## src/verilog/sync_clamp_pkg.sv

```systemverilog
// Purpose: Shared constants for the sync, clamp and coast input controller
// Assumes: 200 MHz system clock, registers reached over Avalon-MM
// Notes:   Register byte address is four times the register index
package sync_clamp_pkg;

  // ==========================================================================
  // Bus geometry
  localparam int ADDR_W = 10;                  // Byte address width
  localparam int DATA_W = 32;                  // Bus data width
  localparam int REG_W = 8;                    // Stored register width

  // ==========================================================================
  // Register indices (byte address = index * 4)
  localparam logic [7:0] IDX_CLK = 8'h03;      // Clock source control
  localparam logic [7:0] IDX_HPOL = 8'h12;     // Horizontal sync polarity
  localparam logic [7:0] IDX_VPOL = 8'h14;     // Vertical sync polarity
  localparam logic [7:0] IDX_CLCO = 8'h18;     // Coast polarity, clamp enable
  localparam logic [7:0] IDX_CLPOL = 8'h1b;    // Clamp polarity
  localparam logic [7:0] IDX_PWR = 8'h1e;      // Power-down pin control
  localparam logic [7:0] IDX_ROUTE = 8'h20;    // Channel and sync source
  localparam logic [7:0] IDX_THR = 8'h21;      // Slicer threshold code
  localparam logic [7:0] IDX_STAT = 8'h22;     // Read-only status
  localparam logic [7:0] IDX_CLDLY = 8'h23;    // Internal clamp delay
  localparam logic [7:0] IDX_CLDUR = 8'h24;    // Internal clamp duration

  // ==========================================================================
  // Field positions
  localparam int EXTCLK_BIT = 2;               // External pixel clock enable
  localparam int SYNC_MAN_BIT = 5;             // Sync polarity manual select
  localparam int SYNC_VAL_BIT = 4;             // Sync polarity value
  localparam int COAST_MAN_BIT = 7;            // Coast polarity manual select
  localparam int COAST_VAL_BIT = 6;            // Coast polarity value
  localparam int CLAMP_EN_BIT = 4;             // External clamp enable
  localparam int CLPOL_MAN_BIT = 7;            // Clamp polarity manual select
  localparam int CLPOL_VAL_BIT = 6;            // Clamp polarity value
  localparam int PD_SEL_BIT = 4;               // Manual power-down select
  localparam int PD_POL_BIT = 2;               // Power-down pin polarity
  localparam int ROUTE_CH_BIT = 0;             // Input channel select
  localparam int ROUTE_SOG_BIT = 1;            // Take sync from green slicer

  // Detector slots
  localparam int DET_HS = 0;
  localparam int DET_VS = 1;
  localparam int DET_CL = 2;
  localparam int DET_CO = 3;
  localparam int DET_N = 4;

  // ==========================================================================
  // Reset values
  localparam logic [7:0] RST_CLK = 8'h00;
  localparam logic [7:0] RST_HPOL = 8'h00;
  localparam logic [7:0] RST_VPOL = 8'h00;
  localparam logic [7:0] RST_CLCO = 8'hc0;     // Coast manual, polarity 1
  localparam logic [7:0] RST_CLPOL = 8'h00;
  localparam logic [7:0] RST_PWR = 8'h00;
  localparam logic [7:0] RST_ROUTE = 8'h00;
  localparam logic [7:0] RST_CLDLY = 8'h08;
  localparam logic [7:0] RST_CLDUR = 8'h10;

  // Slicer threshold: millivolts = (code + 1) * step
  localparam int THR_W = 5;
  localparam int THR_STEP_MV = 8;
  localparam int THR_DEFAULT_MV = 128;
  localparam logic [THR_W-1:0] RST_THR = THR_W'(THR_DEFAULT_MV / THR_STEP_MV - 1);

  // ==========================================================================
  // Timing
  localparam int CLK_PERIOD_NS = 5;
  localparam int SEP_TIME_NS = 8000;           // Composite pulse longer = vertical
  localparam int CNT_W = 16;
  localparam logic [CNT_W-1:0] SEP_CYCLES = CNT_W'((SEP_TIME_NS + CLK_PERIOD_NS - 1)
                                                   / CLK_PERIOD_NS);

  // ==========================================================================
  // Internal clamp sequencer
  typedef enum logic [1:0] {
    CL_IDLE = 2'b00,
    CL_DELAY = 2'b01,
    CL_ON = 2'b10
  } clamp_state_t;

endpackage : sync_clamp_pkg

```

## src/verilog/sync_clamp_ctrl.sv

```systemverilog
// Purpose: Sync polarity, clamp, coast and clock-source control
// Assumes: All pins synchronous to clk_i; Avalon-MM slave with waitrequest
// Notes:   Every output is registered
`timescale 1ns/10ps
module sync_clamp_ctrl (
  input wire logic clk_i,
  input wire logic srst_i,
  input wire logic [sync_clamp_pkg::ADDR_W-1:0] avs_address_i,
  input wire logic avs_read_i,
  input wire logic avs_write_i,
  input wire logic [sync_clamp_pkg::DATA_W-1:0] avs_writedata_i,
  input wire logic [3:0] avs_byteenable_i,
  output logic [sync_clamp_pkg::DATA_W-1:0] avs_readdata_o,
  output logic avs_waitrequest_o,
  input wire logic horiz_sync_in_a_i,
  input wire logic horiz_sync_in_b_i,
  input wire logic vert_sync_in_a_i,
  input wire logic vert_sync_in_b_i,
  input wire logic green_sync_in_a_i,
  input wire logic green_sync_in_b_i,
  input wire logic clamp_pin_i,
  input wire logic shared_clock_hold_pin_i,
  input wire logic power_down_pin_i,
  output logic green_slicer_out_o,
  output logic [sync_clamp_pkg::THR_W-1:0] slicer_threshold_o,
  output logic horiz_sync_proc_o,
  output logic pll_ref_pulse_o,
  output logic pll_coast_o,
  output logic clamp_o,
  output logic field_odd_o,
  output logic ext_clock_sel_o,
  output logic power_down_o
);
  import sync_clamp_pkg::*;

  // ==========================================================================
  // State record
  typedef struct packed {
    logic [REG_W-1:0] r_clk;                   // Clock source register
    logic [REG_W-1:0] r_hpol;                  // Hsync polarity register
    logic [REG_W-1:0] r_vpol;                  // Vsync polarity register
    logic [REG_W-1:0] r_clco;                  // Coast/clamp enable register
    logic [REG_W-1:0] r_clpol;                 // Clamp polarity register
    logic [REG_W-1:0] r_pwr;                   // Power-down register
    logic [REG_W-1:0] r_route;                 // Routing register
    logic [THR_W-1:0] r_thr;                   // Threshold code
    logic [REG_W-1:0] r_cldly;                 // Clamp delay count
    logic [REG_W-1:0] r_cldur;                 // Clamp duration count
    logic wait_n;                              // Low for the answer cycle
    logic [DATA_W-1:0] rdata;                  // Read data
    logic hs_q;                                // Previous normalized hsync
    logic vs_q;                                // Previous normalized vsync
    logic cs_q;                                // Previous composite level
    logic [CNT_W-1:0] cs_cnt;                  // Composite pulse width
    logic sep_vs;                              // Separated vertical sync
    logic [CNT_W-1:0] line_cnt;                // Cycles since hsync lead
    logic [CNT_W-1:0] line_len;                // Last line length
    clamp_state_t cl_state;                    // Internal clamp state
    logic [REG_W-1:0] cl_cnt;                  // Clamp counter
    logic clamp;
    logic coast;
    logic pll_ref;
    logic field_odd;
    logic green_out;
    logic hs_out;
    logic ext_sel;
    logic pwr_dn;
  } ctrl_st_t;

  ctrl_st_t st_ff;
  ctrl_st_t nxt_st;

  // ==========================================================================
  // Input routing and polarity detectors
  logic hs_raw;                                // Selected hsync pin
  logic vs_raw;                                // Selected vsync pin
  logic sog_raw;                               // Selected slicer output
  logic sog_mode;                              // Sync taken from green
  logic [DET_N-1:0] det_in;                    // Detector inputs
  logic [DET_N-1:0] det_low;                   // Detector verdicts

  assign sog_mode = st_ff.r_route[ROUTE_SOG_BIT];
  // Channel pair select
  assign hs_raw = st_ff.r_route[ROUTE_CH_BIT] ? horiz_sync_in_b_i : horiz_sync_in_a_i;
  assign vs_raw = st_ff.r_route[ROUTE_CH_BIT] ? vert_sync_in_b_i : vert_sync_in_a_i;
  assign sog_raw = st_ff.r_route[ROUTE_CH_BIT] ? green_sync_in_b_i : green_sync_in_a_i;

  // Composite from green replaces hsync; separated vertical replaces vsync
  assign det_in[DET_HS] = sog_mode ? sog_raw : hs_raw;
  assign det_in[DET_VS] = sog_mode ? st_ff.sep_vs : vs_raw;
  assign det_in[DET_CL] = clamp_pin_i;
  assign det_in[DET_CO] = shared_clock_hold_pin_i;

  // One detector per sync-like input
  generate
    for (genvar gi = 0; gi < DET_N; gi++) begin : g_det
      sync_polarity_detect #(
        .BAL_W(12)
      ) u_det (
        .clk_i(clk_i),
        .srst_i(srst_i),
        .sig_i(det_in[gi]),
        .active_low_o(det_low[gi])
      );
    end
  endgenerate

  // Active sense: 1 means active high (rising edge), 0 active low
  logic hs_pol;
  logic vs_pol;
  logic cl_pol;
  logic co_pol;
  logic hs_n;                                  // Normalized, active high
  logic vs_n;
  logic cl_n;
  logic co_n;

  // Manual bit picks register value, else detector
  assign hs_pol = st_ff.r_hpol[SYNC_MAN_BIT] ? st_ff.r_hpol[SYNC_VAL_BIT] : ~det_low[DET_HS];
  assign vs_pol = st_ff.r_vpol[SYNC_MAN_BIT] ? st_ff.r_vpol[SYNC_VAL_BIT] : ~det_low[DET_VS];
  assign cl_pol = st_ff.r_clpol[CLPOL_MAN_BIT] ? st_ff.r_clpol[CLPOL_VAL_BIT]
                                               : ~det_low[DET_CL];
  assign co_pol = st_ff.r_clco[COAST_MAN_BIT] ? st_ff.r_clco[COAST_VAL_BIT] : ~det_low[DET_CO];

  // Polarity 0 inverts so the falling edge becomes the active one
  assign hs_n = hs_pol ? det_in[DET_HS] : ~det_in[DET_HS];
  assign vs_n = vs_pol ? det_in[DET_VS] : ~det_in[DET_VS];
  assign cl_n = cl_pol ? clamp_pin_i : ~clamp_pin_i;
  assign co_n = co_pol ? shared_clock_hold_pin_i : ~shared_clock_hold_pin_i;

  // ==========================================================================
  // Bus decode
  logic [7:0] idx;                             // Register index
  logic req;                                   // Request seen
  logic wr_take;                               // Write takes effect now
  logic wr_lane;                               // Low byte lane enabled

  assign idx = avs_address_i[ADDR_W-1:2];
  assign req = avs_read_i | avs_write_i;
  assign wr_take = avs_write_i & ~st_ff.wait_n & avs_byteenable_i[0];
  assign wr_lane = wr_take;

  // ==========================================================================
  // Next-state logic
  always_comb begin
    logic hs_lead;
    logic hs_trail;
    logic vs_lead;
    logic cs_lvl;
    logic [REG_W-1:0] wb;
    hs_lead = 1'b0;
    hs_trail = 1'b0;
    vs_lead = 1'b0;
    cs_lvl = 1'b0;
    wb = avs_writedata_i[REG_W-1:0];
    nxt_st = st_ff;

    // Waitrequest drops for one cycle after a request is seen
    if (req && st_ff.wait_n && !(!st_ff.wait_n)) begin
      nxt_st.wait_n = 1'b0;
    end else begin
      nxt_st.wait_n = 1'b1;
    end
    if (!st_ff.wait_n) begin
      nxt_st.wait_n = 1'b1;                    // Release after the answer
    end

    // Read data loaded one edge before waitrequest is sampled low
    nxt_st.rdata = '0;
    if (avs_read_i && st_ff.wait_n) begin
      case (idx)
        IDX_CLK: nxt_st.rdata[REG_W-1:0] = st_ff.r_clk;
        IDX_HPOL: nxt_st.rdata[REG_W-1:0] = st_ff.r_hpol;
        IDX_VPOL: nxt_st.rdata[REG_W-1:0] = st_ff.r_vpol;
        IDX_CLCO: nxt_st.rdata[REG_W-1:0] = st_ff.r_clco;
        IDX_CLPOL: nxt_st.rdata[REG_W-1:0] = st_ff.r_clpol;
        IDX_PWR: nxt_st.rdata[REG_W-1:0] = st_ff.r_pwr;
        IDX_ROUTE: nxt_st.rdata[REG_W-1:0] = st_ff.r_route;
        IDX_THR: nxt_st.rdata[THR_W-1:0] = st_ff.r_thr;
        IDX_STAT: nxt_st.rdata[REG_W-1:0] = {2'b00, st_ff.coast, st_ff.field_odd,
                                             det_low[DET_CO], det_low[DET_CL],
                                             det_low[DET_VS], det_low[DET_HS]};
        IDX_CLDLY: nxt_st.rdata[REG_W-1:0] = st_ff.r_cldly;
        IDX_CLDUR: nxt_st.rdata[REG_W-1:0] = st_ff.r_cldur;
        default: nxt_st.rdata = '0;            // Unmapped reads as zero
      endcase
    end else if (!st_ff.wait_n) begin
      nxt_st.rdata = st_ff.rdata;              // Hold through the answer edge
    end

    // Register writes; unmapped addresses ignored
    if (wr_lane) begin
      case (idx)
        IDX_CLK: nxt_st.r_clk = wb;
        IDX_HPOL: nxt_st.r_hpol = wb;
        IDX_VPOL: nxt_st.r_vpol = wb;
        IDX_CLCO: nxt_st.r_clco = wb;
        IDX_CLPOL: nxt_st.r_clpol = wb;
        IDX_PWR: nxt_st.r_pwr = wb;
        IDX_ROUTE: nxt_st.r_route = wb;
        IDX_THR: nxt_st.r_thr = wb[THR_W-1:0];
        IDX_CLDLY: nxt_st.r_cldly = wb;
        IDX_CLDUR: nxt_st.r_cldur = wb;
        default: nxt_st.r_clk = st_ff.r_clk;
      endcase
    end

    // Composite separation: long pulses are vertical
    cs_lvl = hs_n;
    nxt_st.cs_q = cs_lvl;
    if (cs_lvl) begin
      if (st_ff.cs_cnt != SEP_CYCLES) begin
        nxt_st.cs_cnt = st_ff.cs_cnt + 1'b1;
      end else begin
        nxt_st.sep_vs = 1'b1;
      end
    end else begin
      nxt_st.cs_cnt = '0;
      nxt_st.sep_vs = 1'b0;
    end

    // Horizontal edges; vertical interval masked in green mode
    hs_lead = hs_n & ~st_ff.hs_q & ~(sog_mode & st_ff.sep_vs);
    hs_trail = ~hs_n & st_ff.hs_q & ~(sog_mode & st_ff.sep_vs);
    nxt_st.hs_q = hs_n;
    nxt_st.hs_out = hs_n & ~(sog_mode & st_ff.sep_vs);
    vs_lead = vs_n & ~st_ff.vs_q;
    nxt_st.vs_q = vs_n;

    // Line length tracking for field decision
    if (hs_lead) begin
      nxt_st.line_len = st_ff.line_cnt;
      nxt_st.line_cnt = '0;
    end else if (st_ff.line_cnt != '1) begin
      nxt_st.line_cnt = st_ff.line_cnt + 1'b1;
    end

    // Odd field when vsync lands in second half of the line
    if (vs_lead) begin
      nxt_st.field_odd = (st_ff.line_cnt > (st_ff.line_len >> 1));
    end

    // Coast from pin or vsync, regardless of clock source
    nxt_st.coast = co_n | vs_n;

    // Clock generator reference only on lead edge, held off while coasting
    nxt_st.pll_ref = hs_lead & ~(co_n | vs_n);

    // Internal clamp sequencer timed from trailing edge
    case (st_ff.cl_state)
      CL_IDLE: begin
        if (hs_trail) begin
          nxt_st.cl_state = CL_DELAY;
          nxt_st.cl_cnt = st_ff.r_cldly;
        end
      end
      CL_DELAY: begin
        if (st_ff.cl_cnt == '0) begin
          nxt_st.cl_state = CL_ON;
          nxt_st.cl_cnt = st_ff.r_cldur;
        end else begin
          nxt_st.cl_cnt = st_ff.cl_cnt - 1'b1;
        end
      end
      CL_ON: begin
        if (st_ff.cl_cnt == '0) begin
          nxt_st.cl_state = CL_IDLE;
        end else begin
          nxt_st.cl_cnt = st_ff.cl_cnt - 1'b1;
        end
      end
      default: nxt_st.cl_state = CL_IDLE;
    endcase

    // External pin only when enabled, else internal window
    if (st_ff.r_clco[CLAMP_EN_BIT]) begin
      nxt_st.clamp = cl_n;
    end else begin
      nxt_st.clamp = (st_ff.cl_state == CL_ON);
    end

    // Clock source select; does not touch coast path
    nxt_st.ext_sel = st_ff.r_clk[EXTCLK_BIT];

    // Manual power-down with programmable pin sense
    nxt_st.pwr_dn = st_ff.r_pwr[PD_SEL_BIT] &
                    (st_ff.r_pwr[PD_POL_BIT] ? power_down_pin_i : ~power_down_pin_i);

    // Slicer output passed through non-inverted
    nxt_st.green_out = sog_raw;
  end

  // ==========================================================================
  // State register
  always_ff @(posedge clk_i) begin
    if (srst_i) begin
      st_ff <= '0;
      st_ff.r_clk <= RST_CLK;
      st_ff.r_hpol <= RST_HPOL;
      st_ff.r_vpol <= RST_VPOL;
      st_ff.r_clco <= RST_CLCO;                // Coast polarity 1, internal clamp
      st_ff.r_clpol <= RST_CLPOL;
      st_ff.r_pwr <= RST_PWR;
      st_ff.r_route <= RST_ROUTE;
      st_ff.r_thr <= RST_THR;                  // 128 mV default
      st_ff.r_cldly <= RST_CLDLY;
      st_ff.r_cldur <= RST_CLDUR;
      st_ff.wait_n <= 1'b1;
      st_ff.cl_state <= CL_IDLE;
    end else begin
      st_ff <= nxt_st;
    end
  end

  // ==========================================================================
  // Outputs, all from flip-flops
  assign avs_readdata_o = st_ff.rdata;
  assign avs_waitrequest_o = st_ff.wait_n;
  assign green_slicer_out_o = st_ff.green_out;
  assign slicer_threshold_o = st_ff.r_thr;     // (code + 1) * 8 mV
  assign horiz_sync_proc_o = st_ff.hs_out;
  assign pll_ref_pulse_o = st_ff.pll_ref;
  assign pll_coast_o = st_ff.coast;
  assign clamp_o = st_ff.clamp;
  assign field_odd_o = st_ff.field_odd;
  assign ext_clock_sel_o = st_ff.ext_sel;
  assign power_down_o = st_ff.pwr_dn;

endmodule : sync_clamp_ctrl

```

## src/verilog/sync_polarity_detect.sv

```systemverilog
// Purpose: Guess the active sense of one sync-like input
// Assumes: Input is synchronous to clk_i
// Notes:   Mostly high means active low; output is registered
`timescale 1ns/10ps
module sync_polarity_detect #(
  parameter int BAL_W = 12                     // Balance counter width
) (
  input wire logic clk_i,
  input wire logic srst_i,
  input wire logic sig_i,
  output logic active_low_o
);
  import sync_clamp_pkg::*;

  // ==========================================================================
  // State
  typedef struct packed {
    logic signed [BAL_W-1:0] bal;              // High minus low balance
    logic act_low;                             // Registered verdict
  } det_st_t;

  localparam logic signed [BAL_W-1:0] BAL_MAX = {1'b0, {(BAL_W-1){1'b1}}};
  localparam logic signed [BAL_W-1:0] BAL_MIN = {1'b1, {(BAL_W-1){1'b0}}};

  det_st_t st_ff;
  det_st_t nxt_st;

  // Saturating up/down count of high versus low time
  always_comb begin
    nxt_st = st_ff;
    if (sig_i) begin
      if (st_ff.bal != BAL_MAX) begin
        nxt_st.bal = st_ff.bal + 1'b1;
      end
    end else begin
      if (st_ff.bal != BAL_MIN) begin
        nxt_st.bal = st_ff.bal - 1'b1;
      end
    end
    nxt_st.act_low = (st_ff.bal > 0);          // Mostly high
  end

  // State register
  always_ff @(posedge clk_i) begin
    if (srst_i) begin
      st_ff <= '0;
    end else begin
      st_ff <= nxt_st;
    end
  end

  assign active_low_o = st_ff.act_low;

endmodule : sync_polarity_detect
```

## config.mk

```make
export PLATFORM = sky130hd
export DESIGN_NAME = sync_clamp_ctrl
export DESIGN_NICKNAME = d
export VERILOG_FILES = /design/src/verilog/sync_clamp_pkg.sv /design/src/verilog/sync_clamp_ctrl.sv /design/src/verilog/sync_polarity_detect.sv
export SDC_FILE = /design/constraint.sdc
export NUM_CORES = 1
export LEC_CHECK = 0
export BUFFER_PORTS_ARGS = -buffer_cell sky130_fd_sc_hd__buf_2
export CORE_MARGIN = 1
export CORE_UTILIZATION = 40
export DETAILED_ROUTE_END_ITERATION = 10
export GPL_TIMING_DRIVEN = 0
export PLACE_DENSITY = 0.6
export SKIP_CTS_REPAIR_TIMING = 1
export SLEW_MARGIN = 10
export SYNTH_ARGS = -nofsm -noshare
export SYNTH_HDL_FRONTEND = slang
export SYNTH_HIERARCHICAL = 1
export SYNTH_SLANG_ARGS = --single-unit
```

## constraint.sdc

```tcl
create_clock -name clk_i -period 2.75 [get_ports clk_i]
set_input_delay 0.275 -clock clk_i [delete_from_list [all_inputs] [get_ports clk_i]]
set_output_delay 0.275 -clock clk_i [all_outputs]
set_load 0.02 [all_outputs]
```

== Word-level counts from Yosys, hierarchy flattened ==
Cells that the tools add are included.
Word-level totals
  bits of input ports: 59
  logic and storage cells: 180
  output and inout port bits: 46
  register bits: 207
Operators by class
  bitwise operators: 28
  mux-type cells: 39
  equal/unequal tests: 31
  reductions and logical operators: 30
  magnitude comparators: 5
  add/subtract/negate cells: 11
Operators with widths (count)
  $mux W12: 12
  $ne A12 B12 Y1 const B: 8
  $pmux W5 S11: 1
  $add A12 B1 Y12 const B: 4
  $gt A12 B1 Y1 const B: 4
  $sub A12 B1 Y12 const B: 4
  $eq A8 B5 Y1 const B: 5
  $eq A8 B6 Y1 const B: 5
  $add A16 B1 Y16 const B: 2
  $mux W8: 4
  $pmux W3 S10: 1
  $reduce_and A2 Y1: 14
  $pmux W8 S3: 1
  $gt A16 B15 Y1: 1
  $mux W1: 16
  $ne A16 B11 Y1 const B: 1
  $ne A16 B16 Y1 const B: 1
  $not A1 Y1: 15
  $ne A2 B2 Y1 const B: 6
  $and A1 B1 Y1: 11
  $mux W10: 1
  $reduce_bool A2 Y1: 5
  $eq A8 B2 Y1 const B: 1
  $logic_not A8 Y1: 1
  12 further kinds: 20

== Longest topological paths before layout ==
  depth after elaboration: 9
  mapped depth: 10
  gate-level depth less buffers: 9

== By module ==
The synthesis kept the hierarchy.
By module, submodules not included
  sync_clamp_ctrl: area each 7993.9 µm², times used 1, cells each 908, sequential area each 3083.0 µm²
  sync_polarity_detect at g_det[1].u_det ...: area each 920.9 µm², times used 3, cells each 107, sequential area each 260.2 µm²
  sync_polarity_detect at g_det[0].u_det: area each 933.4 µm², times used 1, cells each 107, sequential area each 260.2 µm²

== Least setup slack after synthesis ==
Ideal clock, no wire load.
  path type: register to register
  start point: register st_ff[124] in the netlist's numbering
  end point: register g_det[1].u_det/st_ff[10] in the netlist's numbering
  path slack: -0.176 ns
  cell stages (with the launch flop): 11
  arrival: 2.811 ns
  path buffers: 1
  required time: 2.634 ns
  setup time: 0.116 ns
  period minus slack after synthesis: 2.926 ns
  path through: dfxtp_1 mux2i_1 o21ai_0 inv_1 ha_1 buf_6 a21o_1 a21o_1 a21o_1 or4_1 and3_1
On the way
  cells in the longest elaborated chain, start to end: 4
  elaborated cells on any way between the ends: 6
  classes of those cells: 1 x eq/ne; 3 x mux; 2 x reduce/logical
RTL lines
  from (decl): line sync_clamp_ctrl.sv:70  | ctrl_st_t st_ff;
  from (signal assigned): line sync_clamp_ctrl.sv:311  | st_ff <= nxt_st;
  $mux W1 (*): line sync_clamp_ctrl.sv:85  | assign vs_raw = st_ff.r_route[ROUTE_CH_BIT] ? vert_sync_in_b_i : vert_sync_in_a_i;
  $mux W1 (*): line sync_clamp_ctrl.sv:90  | assign det_in[DET_VS] = sog_mode ? st_ff.sep_vs : vs_raw;
  named net det_in[1]: line sync_clamp_ctrl.sv:79  | logic [DET_N-1:0] det_in;
  $ne A2 B2 Y1 (no line) / $reduce_bool A2 Y1 (equally long branches)
  $reduce_and A2 Y1 (no line)
  to (signal assigned): line sync_polarity_detect.sv:48  | st_ff <= nxt_st;
  to (decl): line sync_polarity_detect.sv:25  | det_st_t st_ff;
Mark *: on every way through the listed nets, which the timed path passes. The rest lies on a longest branch.
A chain may end at the register's enable or synchronous reset.

== Worst setup path in the final report ==
  start point: register st_ff[124] in the netlist's numbering
  end point: register g_det[0].u_det/st_ff[10] in the netlist's numbering
On the way
  cells in the longest elaborated chain, start to end: 4
  elaborated cells on any way between the ends: 7
  classes of those cells: 1 x eq/ne; 4 x mux; 2 x reduce/logical
RTL lines
  $mux W1 (on tied branches): line sync_clamp_ctrl.sv:84, sync_clamp_ctrl.sv:86
  $mux W1 (*): line sync_clamp_ctrl.sv:89  | assign det_in[DET_HS] = sog_mode ? sog_raw : hs_raw;
  named net det_in[0]: line sync_clamp_ctrl.sv:79
  $ne A2 B2 Y1 (no line) / $reduce_bool A2 Y1 (equally long branches)
  $reduce_and A2 Y1 (no line)
  to (signal assigned): line sync_polarity_detect.sv:48
  to (decl): line sync_polarity_detect.sv:25
Marks and branches as above.

==> summary.txt <==
Status
  – Status: complete, but fails checks
  – Failing checks: negative hold slack

Logic synthesis
  – Number of synthesized flops with an enable pin: 0
  – Sequential share of the synthesized area: 0.353
  – Mean Syn Cell Area: slightly below 9 um2
  – Yosys reg bits: approximately 210
  – Ys Warns: 6
  – Post-synth top area cell: dfxtp_1
  – Synth top area share: 0.353
  – Ranking of synthesized cells by area: dfxtp_1, mux2i_1, ha_1
  – Netlist cell types: 76
  – Synthesized instance count: 1336
  – Synth Cell Area: about 12000 um2
  – Post-synth ARST share: 0
  – Synth Flop Type: dfxtp_1

Clock tree
  – Num CTS Buffers: 25
  – Clock tree buffer depth: 3
  – Clock transition at path regs: around 60 ps
  – CTS tree: yes
  – CTS HTree Levels: 1
  – Clk_lat worst skew: approximately 530 ps
  – CTS sink cnt: around 200
  – Root buf cell: clkbuf_16

Floorplanning
  – Die Height: 173 um
  – Core Box Area: approximately 29000 um2
  – Initial core utilization: 0.407
  – DIE AREA: between 20000 and 30000 um2
  – Die width: 173 um
  – I/O Pins: about 110
  – # rows: 62

Place
  – DP HPWL: around 23000 um
  – Routability Congestion: about 0.92
  – Port Buffers: 42
  – Post-placement cell count: roughly 1800

Power and ir drop
  – Net Sw Frac: 0.355
  – Total power density per cell area: 783 nW/um2
  – Worst IR Drop VDD: 0.506 mV
  – P_sw: approximately 3.7 mW
  – Clock share of power: 0.298
  – Internal: ~6.8 mW
  – Combinational share of power: 0.346
  – Total power: about 11 mW
  – Leakage: between 5 and 6 nW
  – Sequential Power Share: 0.356

Layout
  – Finished Layout Cells: 1842
  – Ant diodes: 0
  – Fin nets: 1568
  – Fill count: 2879
  – Layout area overhead: 15.0%
  – Layout cells sized above 1: 0.132

Flow run
  – Max-cap violations: 0

Route
  – Number of routed nets with antenna violations: 0
  – Detailed Route WL: between 30000 and 40000 um
  – Routed length per placed instance: approximately 17 um
  – Drc violations: 0
  – Via count: ~10000
  – Router iterations before antenna repair: 5
  – Routed vias/inst: approximately 5.5
  – DR iter-0 viols: 681

Critical path
  – Startpoint types: flop
  – WS Path Type: reg2reg
  – CP Data Required Time: approximately 3100 ps
  – CP max FO: 6
  – CP arrival: approximately 3100 ps
  – Crit end category: flop

GRT
  – Aggregate global routing overflow: 0
  – Largest net degree at the start of global routing: 14
  – Vias in the first global route: 9528
  – Total track usage: 0.208
  – Number of antenna violations at the first check in global routing: 2
  – Wire length of the first global-routing pass: 50700 um

STA
  – Slew Viols, Final: 0
  – Fin Clk Skew: between 15 and 20 ps
  – Period utilisation layout: 0.995
  – Peak Freq: ~370 MHz
  – Slew margin rel.: 0.144
  – Hold Violations, Final: 1
  – Slew @ Worst Pin: around 1300 ps
  – Fin Hold WS: -6.22 ps
  – Fin crit period: approximately 2700 ps
  – Setup-failing EPs final: 0
  – RSZ-0062 raised after global routing: true

Worst hold path
  – Worst hold path class: in2reg
## critical path, cell delays in order, from the launching register on
cell and delay, ps:
dfxtp_4 420, mux4_2 650, clkinvlp_4 180, ha_1 300, a21oi_2 170, nand2_1 100, or2_2 350, a2111oi_1 350
a211oi_1 80
## area by class of cell
type,count,area [um2],share of cell area
buffer,101,576,0.0428
clock buffer,33,696,0.0517
clock inverter,11,87.6,0.00651
inverter,42,165,0.0123
multi-input combinational,1010,7000,0.521
sequential,206,4130,0.307
tap,384,480,0.0357
timing repair buffer,54,303,0.0225
timing repair inverter,1,7.51,0.000558
## through the flow
| stage | hold slack [ps] | TNS, ps | utilization | setup WS [ps] | instance area, um2 |
|---|---|---|---|---|---|
| final | -6.22 | 0 | 0.468 | 15.1 | 13400 |
| after global routing | 1.22 | -415 | 0.468 | -88.6 | 13400 |
| after CTS | -47.0 | -6560 | 0.462 | -705 | 13300 |
| after detailed placement | 436 | -7550 | 0.434 | -707 | 12500 |
| after global placement | 429 | -6830 | 0.434 | -710 | 12500 |
| after floorplan | 352 | 0 | - | 11.6 | 11800 |
## metal layers
metal	up-vias	GRT usage	share of wire	wire length [um]
li1	5062	-	-	-
met3	53	0.0345	0.056	1770
met1	4773	0.290	0.48	15100
met4	4	0.0675	0.026	834
met5	-	0	0.00069	22
met2	276	0.325	0.44	14000
## power groups by stage
| stage | logic, mW | clock network (mW) | registers [mW] |
|---|---|---|---|
| after global routing | 4.06 | 3.34 | 3.78 |
| after detailed placement | 3.50 | 0 | 3.79 |
| after CTS | 3.52 | 3.22 | 3.73 |
| after global placement | 3.45 | 0 | 3.79 |
| after floorplan | 2.82 | 0 | 3.68 |
| final | 3.64 | 3.14 | 3.74 |
## sequential cells by signal, indices dropped and copies added, names as in the netlist
| name | cells |
|---|---|
| pll_coast_o | 1 |
| power_down_o | 1 |
| nxt_st | 1 |
| avs_waitrequest_o | 1 |
| horiz_sync_proc_o | 1 |
| green_slicer_out_o | 1 |
| sog_mode | 1 |
| slicer_threshold_o | 5 |
| g_det.u_det/st_ff | 48 |
| st_ff | 130 |
| field_odd_o | 1 |
| avs_readdata_o | 8 |
| ext_clock_sel_o | 1 |
| pll_ref_pulse_o | 1 |
| g_det.u_det/active_low_o | 4 |
| clamp_o | 1 |
## cell usage after synthesis (23+ instances only)
library cell and number:
a21oi_1 98, nand4_1 23, ha_1 64, nand3_1 58, nand2_1 59, dfxtp_1 206, mux2i_1 99, o21ai_0 29
inv_1 42, clkbuf_1 47, xnor2_1 32, nor2_1 157, xor2_1 25, buf_4 38
## placed cells by master (no fill, tap or decap), types with 23 or more instances in the layout
cell type	synthesis	final
nand4_1	23	23
nor2_1	157	157
mux2i_1	99	98
buf_2	10	51
nand3_1	58	57
xnor2_1	32	32
dfxtp_1	206	204
ha_1	64	62
clkbuf_16	0	25
o21ai_0	29	27
inv_1	42	40
a21oi_1	98	90
clkbuf_1	47	50
conb_1	1	24
nand2_1	59	58
xor2_1	25	25
buf_4	38	49
## final timing paths
kind               from                        to  slack, ps  cells after the start
max          st_ff[124]  g_det[0].u_det/st_ff[10]         20                      8
min          avs_read_i         avs_waitrequest_o         -6                      2
max reg2reg  st_ff[124]  g_det[0].u_det/st_ff[10]         20                      8
min reg2reg   st_ff[68]               field_odd_o        450                      1
## kinds of logic (layout without fill, tap and decap cells)
logic type / after synthesis / count (layout) / synth area share
multiplexers: 106 / 106 / 0.0925
flip-flops: 206 / 206 / 0.353
AND/OR/NAND/NOR: 458 / 458 / 0.201
adder cells (fa/ha/maj): 68 / 68 / 0.0754
other: 1 / 24 / 0.000321
XOR/XNOR: 57 / 57 / 0.0427
AO/OA/AOI/OAI: 297 / 297 / 0.173
buffers and inverters: 143 / 242 / 0.0624
Power figures use the tool's default switching activity.
